**src/hdl/alert_out_regs.vh**
```
// Register map, field positions and constants of the battery alert output block
`ifndef ALERT_OUT_REGS_VH
`define ALERT_OUT_REGS_VH

`define ADDR_ALERT_ENABLE_MASK 4'h0
`define ADDR_DISPLAY_LINK_CONFIG 4'h1
`define ADDR_FLAGS_WORD 4'h2
`define ADDR_ALERT_STATUS 4'h3
`define ADDR_W 4

`define MASK_RESET 16'h0000
`define CONFIG_RESET 8'h00
`define MASK_WRITABLE 16'hff97

`define MODE_LSB 0
`define MODE_MSB 2
`define LED_ON_BIT 3
`define LED_COUNT_LSB 4
`define LED_COUNT_MSB 7

`define MODE_NO_LED 3'h0
`define MODE_SINGLE_LED 3'h1
`define MODE_FOUR_LED 3'h2
`define MODE_EXT_TWO_WIRE 3'h3
`define MODE_EXT_ONE_WIRE 3'h4

`define PIN_TWO 2'h0
`define PIN_SIX 2'h1
`define PIN_FIVE 2'h2
`define PIN_FOUR 2'h3

`define BIT_OVER_TEMP_CHG 15
`define BIT_OVER_TEMP_DSG 14
`define BIT_PACK_V_HIGH 13
`define BIT_PACK_V_LOW 12
`define BIT_CHARGE_INHIBIT 11
`define BIT_CHARGE_DISALLOWED 10
`define BIT_FULL_CHARGE 9
`define BIT_CHARGE_ALLOWED 8
`define BIT_OCV_DONE 7
`define BIT_RSVD_HI 6
`define BIT_RSVD_LO 5
`define BIT_CONDITION_FLAG 4
`define BIT_RSVD_MID 3
`define BIT_REM_CAP_ALARM 2
`define BIT_END_OF_DISCHARGE 1
`define BIT_DISCHARGING 0

`define FC_THRESHOLD_NONE 8'hff

`endif

```
**src/hdl/battery_alert_output.v**
```verilog
// Battery alert output: flag sources, alert mask, pin routing and Avalon-MM slave
//
// Design decisions made here: the Avalon-MM slave port and the register addresses.
`timescale 1ns/10ps
`include "alert_out_regs.vh"

module battery_alert_output #(
  parameter FLAG_W = 16
) (
  input wire mclk,
  input wire reset_n,
  input wire [`ADDR_W-1:0] avs_address,
  input wire avs_read,
  input wire avs_write,
  input wire [31:0] avs_writedata,
  input wire [3:0] avs_byteenable,
  output wire [31:0] avs_readdata,
  output wire avs_waitrequest,
  output wire [1:0] avs_response,
  input wire [FLAG_W-1:0] status_flags,
  input wire relax_entry,
  input wire ocv_sample_taken,
  input wire charge_termination,
  input wire [7:0] state_of_charge,
  input wire [7:0] full_charge_threshold,
  input wire temp_measure_active,
  output wire port_pin_two_o,
  output wire port_pin_two_oe,
  output wire port_pin_six_o,
  output wire port_pin_six_oe,
  output wire port_pin_five_o,
  output wire port_pin_five_oe,
  output wire port_pin_four_o,
  output wire port_pin_four_oe,
  output wire [4:0] ext_led_count,
  output wire led_always_on
);

  reg [15:0] mask_q;
  reg [7:0] config_q;
  reg ocv_done_q;
  reg full_charge_q;
  reg alert_q;
  reg [31:0] rdata_q;
  reg ack_q;
  reg [1:0] resp_q;
  reg [15:0] flags_word;
  reg [3:0] pin_drive_low;
  wire alert_now;
  wire [2:0] mode;
  wire [1:0] pin_sel;
  wire access;
  wire mapped;
  wire [31:0] mask_merged;
  wire [31:0] config_merged;

  function [1:0] pin_of_mode;
    input [2:0] m;
    begin
      case (m)
        `MODE_NO_LED: pin_of_mode = `PIN_TWO;
        `MODE_SINGLE_LED: pin_of_mode = `PIN_TWO;
        `MODE_FOUR_LED: pin_of_mode = `PIN_SIX;
        `MODE_EXT_TWO_WIRE: pin_of_mode = `PIN_FIVE;
        `MODE_EXT_ONE_WIRE: pin_of_mode = `PIN_FOUR;
        default: pin_of_mode = `PIN_TWO;
      endcase
    end
  endfunction

  function [31:0] merge_bytes;
    input [31:0] old;
    input [31:0] wd;
    input [3:0] be;
    integer i;
    begin
      merge_bytes = old;
      for (i = 0; i < 4; i = i + 1) begin
        if (be[i]) begin
          merge_bytes[i*8 +: 8] = wd[i*8 +: 8];
        end
      end
    end
  endfunction

  assign mask_merged = merge_bytes({16'h0000, mask_q}, avs_writedata, avs_byteenable);
  assign config_merged = merge_bytes({24'h000000, config_q}, avs_writedata, avs_byteenable);
  assign mode = config_q[`MODE_MSB:`MODE_LSB];
  assign pin_sel = pin_of_mode(mode);
  // Config code 0 is reserved; count reported as given, 1 + code
  assign ext_led_count = {1'b0, config_q[`LED_COUNT_MSB:`LED_COUNT_LSB]} + 5'h01;
  assign led_always_on = config_q[`LED_ON_BIT];

  // Two flags are produced here and reserved bits 6, 5 and 3 are cleared; the rest come from the gauge core
  always @* begin
    flags_word = status_flags;
    flags_word[`BIT_OCV_DONE] = ocv_done_q;
    flags_word[`BIT_FULL_CHARGE] = full_charge_q;
    flags_word[`BIT_RSVD_HI:`BIT_RSVD_LO] = 2'h0;
    flags_word[`BIT_RSVD_MID] = 1'b0;
  end

  assign alert_now = |(flags_word & mask_q);

  // Bus access completes one cycle after it is seen
  assign access = (avs_read | avs_write) & ~ack_q;
  assign mapped = (avs_address == `ADDR_ALERT_ENABLE_MASK) | (avs_address == `ADDR_DISPLAY_LINK_CONFIG) |
                  (avs_address == `ADDR_FLAGS_WORD) | (avs_address == `ADDR_ALERT_STATUS);
  assign avs_waitrequest = (avs_read | avs_write) & ~ack_q;
  assign avs_readdata = rdata_q;
  assign avs_response = resp_q;

  always @(posedge mclk) begin
    if (!reset_n) begin
      mask_q <= `MASK_RESET;
      config_q <= `CONFIG_RESET;
      ack_q <= 1'b0;
      rdata_q <= 32'h00000000;
      resp_q <= 2'h0;
    end else begin
      ack_q <= access;
      if (access) begin
        resp_q <= mapped ? 2'h0 : 2'h3;
        rdata_q <= 32'h00000000;
        if (avs_read) begin
          case (avs_address)
            `ADDR_ALERT_ENABLE_MASK: rdata_q <= {16'h0000, mask_q};
            `ADDR_DISPLAY_LINK_CONFIG: rdata_q <= {24'h000000, config_q};
            `ADDR_FLAGS_WORD: rdata_q <= {16'h0000, flags_word};
            `ADDR_ALERT_STATUS: rdata_q <= {29'h00000000, pin_sel, alert_q};
            default: rdata_q <= 32'h00000000;
          endcase
        end
        if (avs_write && avs_address == `ADDR_ALERT_ENABLE_MASK) begin
          // Reserved mask bits stay zero
          mask_q <= mask_merged[15:0] & `MASK_WRITABLE;
        end
        if (avs_write && avs_address == `ADDR_DISPLAY_LINK_CONFIG) begin
          // Codes 43/93/44/94 land as mode plus LED count fields
          config_q <= config_merged[7:0];
        end
      end
    end
  end

  // Sample-done: relax entry clears; a sample in the same cycle wins
  always @(posedge mclk) begin
    if (!reset_n) begin
      ocv_done_q <= 1'b0;
    end else if (ocv_sample_taken) begin
      ocv_done_q <= 1'b1;
    end else if (relax_entry) begin
      ocv_done_q <= 1'b0;
    end
  end

  // Full charge: with threshold 0xff, set by charge termination and held while threshold stays 0xff; otherwise state of charge above threshold
  always @(posedge mclk) begin
    if (!reset_n) begin
      full_charge_q <= 1'b0;
    end else if (full_charge_threshold == `FC_THRESHOLD_NONE) begin
      if (charge_termination) begin
        full_charge_q <= 1'b1;
      end
    end else begin
      full_charge_q <= state_of_charge > full_charge_threshold;
    end
  end

  always @(posedge mclk) begin
    if (!reset_n) begin
      alert_q <= 1'b0;
    end else begin
      alert_q <= alert_now;
    end
  end

  // Open-drain style drive; in four-LED mode the temp pin is pulled low on alert except while measuring
  always @* begin
    pin_drive_low = 4'h0;
    if (mode == `MODE_FOUR_LED) begin
      pin_drive_low[`PIN_SIX] = alert_q & ~temp_measure_active;
    end else begin
      pin_drive_low[pin_sel] = alert_q;
    end
  end

  assign port_pin_two_o = 1'b0;
  assign port_pin_two_oe = pin_drive_low[`PIN_TWO];
  assign port_pin_six_o = 1'b0;
  assign port_pin_six_oe = pin_drive_low[`PIN_SIX];
  assign port_pin_five_o = 1'b0;
  assign port_pin_five_oe = pin_drive_low[`PIN_FIVE];
  assign port_pin_four_o = 1'b0;
  assign port_pin_four_oe = pin_drive_low[`PIN_FOUR];

endmodule // battery_alert_output
```
**config.mk**
```make
export PLATFORM = sky130hd
export DESIGN_NAME = battery_alert_output
export DESIGN_NICKNAME = d
export VERILOG_FILES = /design/src/hdl/battery_alert_output.v
export VERILOG_INCLUDE_DIRS = /design/src /design/src/hdl
export SDC_FILE = /design/constraint.sdc
export NUM_CORES = 1
export LEC_CHECK = 0
export BUFFER_PORTS_ARGS = -buffer_cell sky130_fd_sc_hd__buf_2
export CAP_MARGIN = 15
export CORE_UTILIZATION = 35
export CTS_CLUSTER_DIAMETER = 150
export DETAILED_ROUTE_END_ITERATION = 6
export GPL_TIMING_DRIVEN = 0
export PLACE_DENSITY = 0.66
export SLEW_MARGIN = 5
export SYNTH_ARGS = -nofsm -noshare
export SYNTH_HDL_FRONTEND = slang
export SYNTH_SLANG_ARGS = --single-unit
```
**constraint.sdc**
```tcl
create_clock -name mclk -period 2.05 [get_ports mclk]
set_input_delay 0.5125 -clock mclk [delete_from_list [all_inputs] [get_ports mclk]]
set_output_delay 0.5125 -clock mclk [all_outputs]
set_load 0.01 [all_outputs]
```
==> out/metrics.cfg, run 1 <==
[cells_and_area]
num_antenna_cells=0
regArea_sq_um=841
fillers=592
utilization=0.487
areaGrowthSynthToFinish_pct=30.6
multi_input_area_sq_mm=0.00123
final_cell_area_sq_mm=0.00295
drive_above_1_share=0.344
final_nets=446

[sta]
worst-slew-pin-transition_ns=0.548
rsz0062_at_grt=no
setup_viol=0
tns_ns=0
maxSlewViolCount=0
fin_ws_ns=0.183
maxSlewHeadroom=0.635
timing.hold.ws_ns=0.425
period_needed_ns=1.87
hold_viol_final=0
skew_ns=0.00937
fmax_mhz=535
period_share=0.911

[placement]
placed_cell_area_sq_mm=0.00284
gp_congestion=0.795
place_ws_ns=0.0663
hpwl_microns=4330
port_buffers=83

[die]
io-pin-count=129
dieArea_sq_mm=0.00678
fp.dieH_microns=82.4
core-area_sq_mm=0.00606
start_util=0.373
core.rowCount=28
die_x_microns=82.4

[synthesis]
async_flop_share=0
synth_area_sq_mm=0.00226
synth_most_common_cell=dfxtp_1
synth-warning-count=0
seq_area_frac_synth=0.372
synth_top_area_cell=dfxtp_1
synthCells=248
synth_top_cell_area_share=0.372
ys_ff_latch=42
synth_commonest_cells=dfxtp_1 (42), nor2_1 (35), mux2i_1 (31)
ys.flop_type=dfxtp_1
synthDistinctLibCells=44
synth_edf_count=0
syn-mean-instance-area_sq_um=9.11
ys_top_cells_by_area=dfxtp_1 (37%), mux2i_1 (14%), buf_4 (7.3%)

[clock_network]
numCtsBuffers=5
cts_tree=built
cts_root_buffer=clkbuf_8
cts_buffer_depth=2
cts_max_level=2
cts_sinks=42
clk_latency_ns=0.29
clk_pin_slew_ns=0.08

[global_route]
grt_max_degree=14
grt_antenna_before_repair=0
grt_first_pass_wirelength_microns=8340
grt_use_total=0.165
gr-total-overflow=0
grt_pass1_vias=1798

[worst_setup_path]
start_kind=flop
r2r_start=ack_q
critical_path.top_delay_family=buffers and inverters
path_buf_inv=3
crit_path_end_kind=output pin
critPathMaxFanout=10
crit_path_cell_trace=o21bai_1 -> clkbuf_2 -> inv_1 -> buf_2
cp_slowest_stage_delay_ns=0.40
rr_worst_depth=3
path_class=reg2out
r2r_end=avs_readdata[13]
r2r_slack_ns=0.66
worst_ep_required_time_ns=1.54
critical_path_depth=4
worstPathArrival_ns=1.35
slowest_stage=dfxtp_1

[power]
worst_ir_drop_vdd_mv=0.356
power_density_mw_per_mm2=589
p_leak_uw=0.00152

[worst_hold_path]
hp-start=ocv_sample_taken
whs_endpoint=ocv_done_q
hold_path.class=in2reg
min_path_cells=3

[routing]
remaining_drc_errors=0
drtIter0Drc=63
ant_nets=0
vias=2032
routed_via_density=4.69
dr.pass1.iters=4
drt-total-wl_microns=5410
post_drt_wl_per_cell_microns=12.5

[run]
drv_cap=0

[run_status]
outcome=complete, no violations

placed cells by master (no fill, tap or decap), drive strengths merged, types with 2 or more instances in the layout:
cell type	count
a21oi	9
a221oi	2
a22oi	8
and2	2
and4b	2
buf	108
clkbuf	11
conb	20
dfxtp	42
ha	9
inv	13
mux2	2
mux2i	31
nand2	16
nand2b	3
nand3	2
nand3b	2
nand4	4
nor2	35
nor2b	2
o21ai	12
o2bb2ai	2
layout make-up:
type                       count  area share
buffer                        30      0.0721
sequential                    42       0.285
clock buffer                   6      0.0246
clock inverter                 2      0.0127
inverter                      13      0.0165
tap                           75      0.0318
timing repair buffer          83       0.141
multi-input combinational    182       0.417
layer usage:
layer | global-route usage | wire (microns) | vias up
met4 | 0.0667 | 108 | 0
met1 | 0.204 | 2350 | 900
met2 | 0.282 | 2570 | 79
met5 | 0 | 0 | -
met3 | 0.0308 | 390 | 8
li1 | - | - | 1045
how the worst max path moves through the flow:
stage,slack [ns],start,endpoint
6_report,0.18,ack_q,avs_waitrequest
5_1_grt,0.07,ack_q,avs_waitrequest
4_1_cts,0.04,ack_q,avs_waitrequest
3_5_place_dp,0.07,avs_read,avs_waitrequest
3_3_place_gp,0.05,avs_read,avs_waitrequest
2_1_floorplan,0.41,avs_read,avs_waitrequest
registers in the layout (all words and copies together) (netlist names):
name and count:
mask_q 13, ocv_done_q 1, ack_q 1, config_q 8, avs_response 1, avs_readdata 16
alert_q 1, full_charge_q 1
repair_timing:
action | in CTS | in global routing
gates resized for setup | 0 | 2
hold buffers | 0 | 0
buffers inserted | 0 | 0
setup endpoints to repair | 0 | 1
worst min-delay path, delay by kind of cell:
family | cells | cell delay [ns]
compound gates | 1 | 0.03
buf+inv | 1 | 0.07
simple gates | 1 | 0.06
cell families (layout without fill, tap and decap cells):
group | Yosys count | after routing | synth area share
simple gates | 74 | 74 | 0.170
compound gates | 43 | 43 | 0.126
buf+inv | 43 | 134 | 0.115
flops | 42 | 42 | 0.372
mux | 34 | 34 | 0.157
fa+ha+maj | 9 | 9 | 0.0498
xor+xnor | 2 | 2 | 0.00775
other cells | 1 | 20 | 0.00166
report_power, final:
group | internal (uW) | switching, uW | leakage [uW] | total (uW)
sequential | 826 | 9.64 | 0.000340 | 836
clock | 364 | 289 | 0.0000514 | 653
combinational | 123 | 127 | 0.00113 | 250
total | 1310 | 427 | 0.00152 | 1740
through the flow:
| stage | power [uW] | cells |
|---|---|---|
| after floorplan | 1010 | 267 |
| after global placement | 1100 | 425 |
| after detailed placement | 1100 | 425 |
| after CTS | 1750 | 433 |
| after global routing | 1820 | 433 |
| final | 1740 | 433 |
Note: power is estimated with default switching activity, not from simulation.
==> inputs of run 2 (changes only) <==
--- a/config.mk
+++ b/config.mk
@@ -13,6 +13,7 @@
 export DETAILED_ROUTE_END_ITERATION = 6
 export GPL_TIMING_DRIVEN = 0
 export PLACE_DENSITY = 0.66
+export REMOVE_ABC_BUFFERS = 1
 export SLEW_MARGIN = 5
 export SYNTH_ARGS = -nofsm -noshare
 export SYNTH_HDL_FRONTEND = slang
==> run 2 against run 1 <==
Compared with the run above:
- wire length down 1.6%
- utilization down 3.3 points
- hold slack worse by 0.0025 ns
- cell count down 6.5%
- count of clock-buffer cells in the layout unchanged
- sequential share of layout area up 2.1 points
- clock power about the same
- clock skew down 0.0030 ns
- total power down 2.0%
- fmax up 0.46%
- via count down 2.8%
- cell area down 6.7%
- critical endpoint is now mask_q[13]
==> out/metrics.cfg, run 2 (synthesis results as in run 1) <==
[clock_network]
cts_sinks=42  ; unchanged
numCtsBuffers=5  ; unchanged
clk_pin_slew_ns=0.08  ; about the same
cts_root_buffer=clkbuf_8  ; unchanged
cts_tree=built  ; unchanged
clk_latency_ns=0.29  ; about the same
cts_buffer_depth=2  ; unchanged
cts_max_level=2  ; unchanged

[cells_and_area]
fillers=635  ; was 592
multi_input_area_sq_mm=0.00123  ; about the same
final_nets=418  ; was 446
drive_above_1_share=0.303  ; was 0.344
num_antenna_cells=0  ; unchanged
final_cells=405  ; was 433
areaGrowthSynthToFinish_pct=21.8  ; was 30.6%
largest_reg_flops=16  ; unchanged
layout_commonest_cell=buf_2  ; unchanged
layout_common_cells=buf_2 (85), dfxtp_1 (42), nor2_1 (35), mux2i_1 (31), conb_1 (20)  ; was buf_2 (84), dfxtp_1 (42), nor2_1 (35), mux2i_1 (31), buf_4 (22)
regArea_sq_um=841  ; unchanged

[power]
p_int_uw=1280  ; was 1310 uW
worst_ir_drop_vdd_mv=0.322  ; was 0.356 mV
p_comb_frac=0.127  ; was 0.144
clockPowerShare=0.383  ; was 0.376
p_leak_uw=0.00138  ; was 0.00152 uW
seq_power_share=0.491  ; was 0.481
power_density_mw_per_mm2=619  ; was 589 mW/mm^2
swShare=0.247  ; was 0.245
p_switching_uw=422  ; was 427 uW
power_uw=1700  ; was 1740 uW

[global_route]
use_met3=0.0418  ; was 0.0308
grt_antenna_before_repair=0  ; unchanged
gr-usage-met2=0.301  ; was 0.282
grt_first_pass_wirelength_microns=8430  ; was 8340 microns
busiest_layer=met2  ; unchanged
gr-total-overflow=0  ; unchanged
grt_use_met1=0.194  ; was 0.204
grt_pass1_vias=1872  ; was 1798
grt_use_total=0.166  ; was 0.165
grt_max_degree=34  ; was 14

[die]
die_x_microns=82.4  ; unchanged
fp.dieH_microns=82.4  ; unchanged
core-area_sq_mm=0.00606  ; unchanged
core.rowCount=28  ; unchanged
dieArea_sq_mm=0.00678  ; unchanged
start_util=0.373  ; unchanged
io-pin-count=129  ; unchanged

[sta]
setup_viol=0  ; unchanged
period_needed_ns=1.86  ; was 1.87 ns
timing.hold.ws_ns=0.422  ; was 0.425 ns
fmax_mhz=538  ; was 535 MHz
period_share=0.907  ; was 0.911
hold_viol_final=0  ; unchanged
maxSlewHeadroom=0.333  ; was 0.635
skew_ns=0.00635  ; was 0.00937 ns
fin_ws_ns=0.191  ; was 0.183 ns
worst-slew-pin-transition_ns=1.00  ; was 0.548 ns
maxSlewViolCount=0  ; unchanged
rsz0062_at_grt=no  ; unchanged

[worst_setup_path]
path_class=in2reg  ; was reg2out
path_buf_inv=1  ; was 3
worstPathArrival_ns=2.00  ; was 1.35 ns
crit_path_cell_trace=buf_2 -> nor4_4 -> and4b_1 -> mux2i_1 -> nor2_1  ; was o21bai_1 -> clkbuf_2 -> inv_1 -> buf_2
critical_path.top_delay_family=simple AND/OR/NAND/NOR gates  ; was buffers and inverters
slowest_stage=and4b_1  ; was dfxtp_1
start_kind=input port  ; was flop
worst_ep_required_time_ns=2.19  ; was 1.54 ns
critPathMaxFanout=19  ; was 10
cp_slowest_stage_delay_ns=0.58  ; was 0.40 ns
crit_path_end_kind=flop  ; was output pin

[placement]
place_ws_ns=-0.181  ; was 0.0663 ns
place_inst=397  ; was 425
gp_congestion=0.689  ; was 0.795
port_buffers=85  ; was 83
hpwl_microns=4070  ; was 4330 microns

[routing]
post_drt_wl_per_cell_microns=13.2  ; was 12.5 microns
dr.pass1.iters=4  ; unchanged
vias=1976  ; was 2032
ant_nets=0  ; unchanged
routed_via_density=4.88  ; was 4.69
remaining_drc_errors=0  ; unchanged
drt-total-wl_microns=5330  ; was 5410 microns
drtIter0Drc=75  ; was 63

[worst_hold_path]
hold_path.class=in2reg  ; unchanged

[run]
drv_cap=0  ; unchanged

[run_status]
outcome=complete, no violations  ; unchanged

## run 2: cell count changes in the layout (fill, tap and decap cells not counted), sizes merged
cell	delta
clkbuf	-5
buf	-23
## run 2: through the flow
stage / utilization / setup TNS (ns) / instance area, sq um
floorplan: - / 0 / 2120
global placement: 0.435 / -1.47 / 2640
detailed placement: 0.435 / -1.98 / 2640
CTS: 0.454 / 0 / 2750
global route: 0.454 / 0 / 2750
finish: 0.454 / 0 / 2750
## run 2: repair_timing
| item | in CTS | in global routing |
|---|---|---|
| resized for setup | 1 | 0 |
| endpoints found under the hold margin | 0 | 0 |
| setup buffers | 0 | 0 |
| hold buffers | 0 | 0 |
| setup endpoints to repair | 1 | 0 |
## run 2: worst min-delay path, stage by stage
cell and delay (ns):
buf_2 0.07, a21oi_1 0.03, nor2_1 0.07
## run 2: metal layers
| metal | share of wire | up-vias |
|---|---|---|
| met5 | 0 | - |
| met4 | 0.0028 | 0 |
| met1 | 0.42 | 906 |
| met2 | 0.50 | 82 |
| met3 | 0.068 | 2 |
| li1 | - | 986 |
## run 2: final timing paths
check                      to             start  cells past startpoint  slack, ns
max                mask_q[13]    avs_address[1]                      5       0.19
min                ocv_done_q  ocv_sample_taken                      3       0.42
max reg2reg        mask_q[13]             ack_q                      3       0.62
min reg2reg  avs_readdata[15]  avs_readdata[15]                      2       0.45
## run 2: area by class of cell
type	instances	area share
well taps	75	0.0341
flip-flops and latches	42	0.305
clock inverters	2	0.0136
clock buffers	6	0.0264
multi-input cells	182	0.448
repair buffers	85	0.155
inverters	13	0.0177
## run 2: power by group through the flow
stage | Sequential [uW] | Clock (uW) | Combinational [uW]
finish | 836 | 652 | 216
global route | 838 | 706 | 243
CTS | 836 | 672 | 218
detailed placement | 855 | 0 | 216
global placement | 855 | 0 | 211
floorplan | 856 | 0 | 104
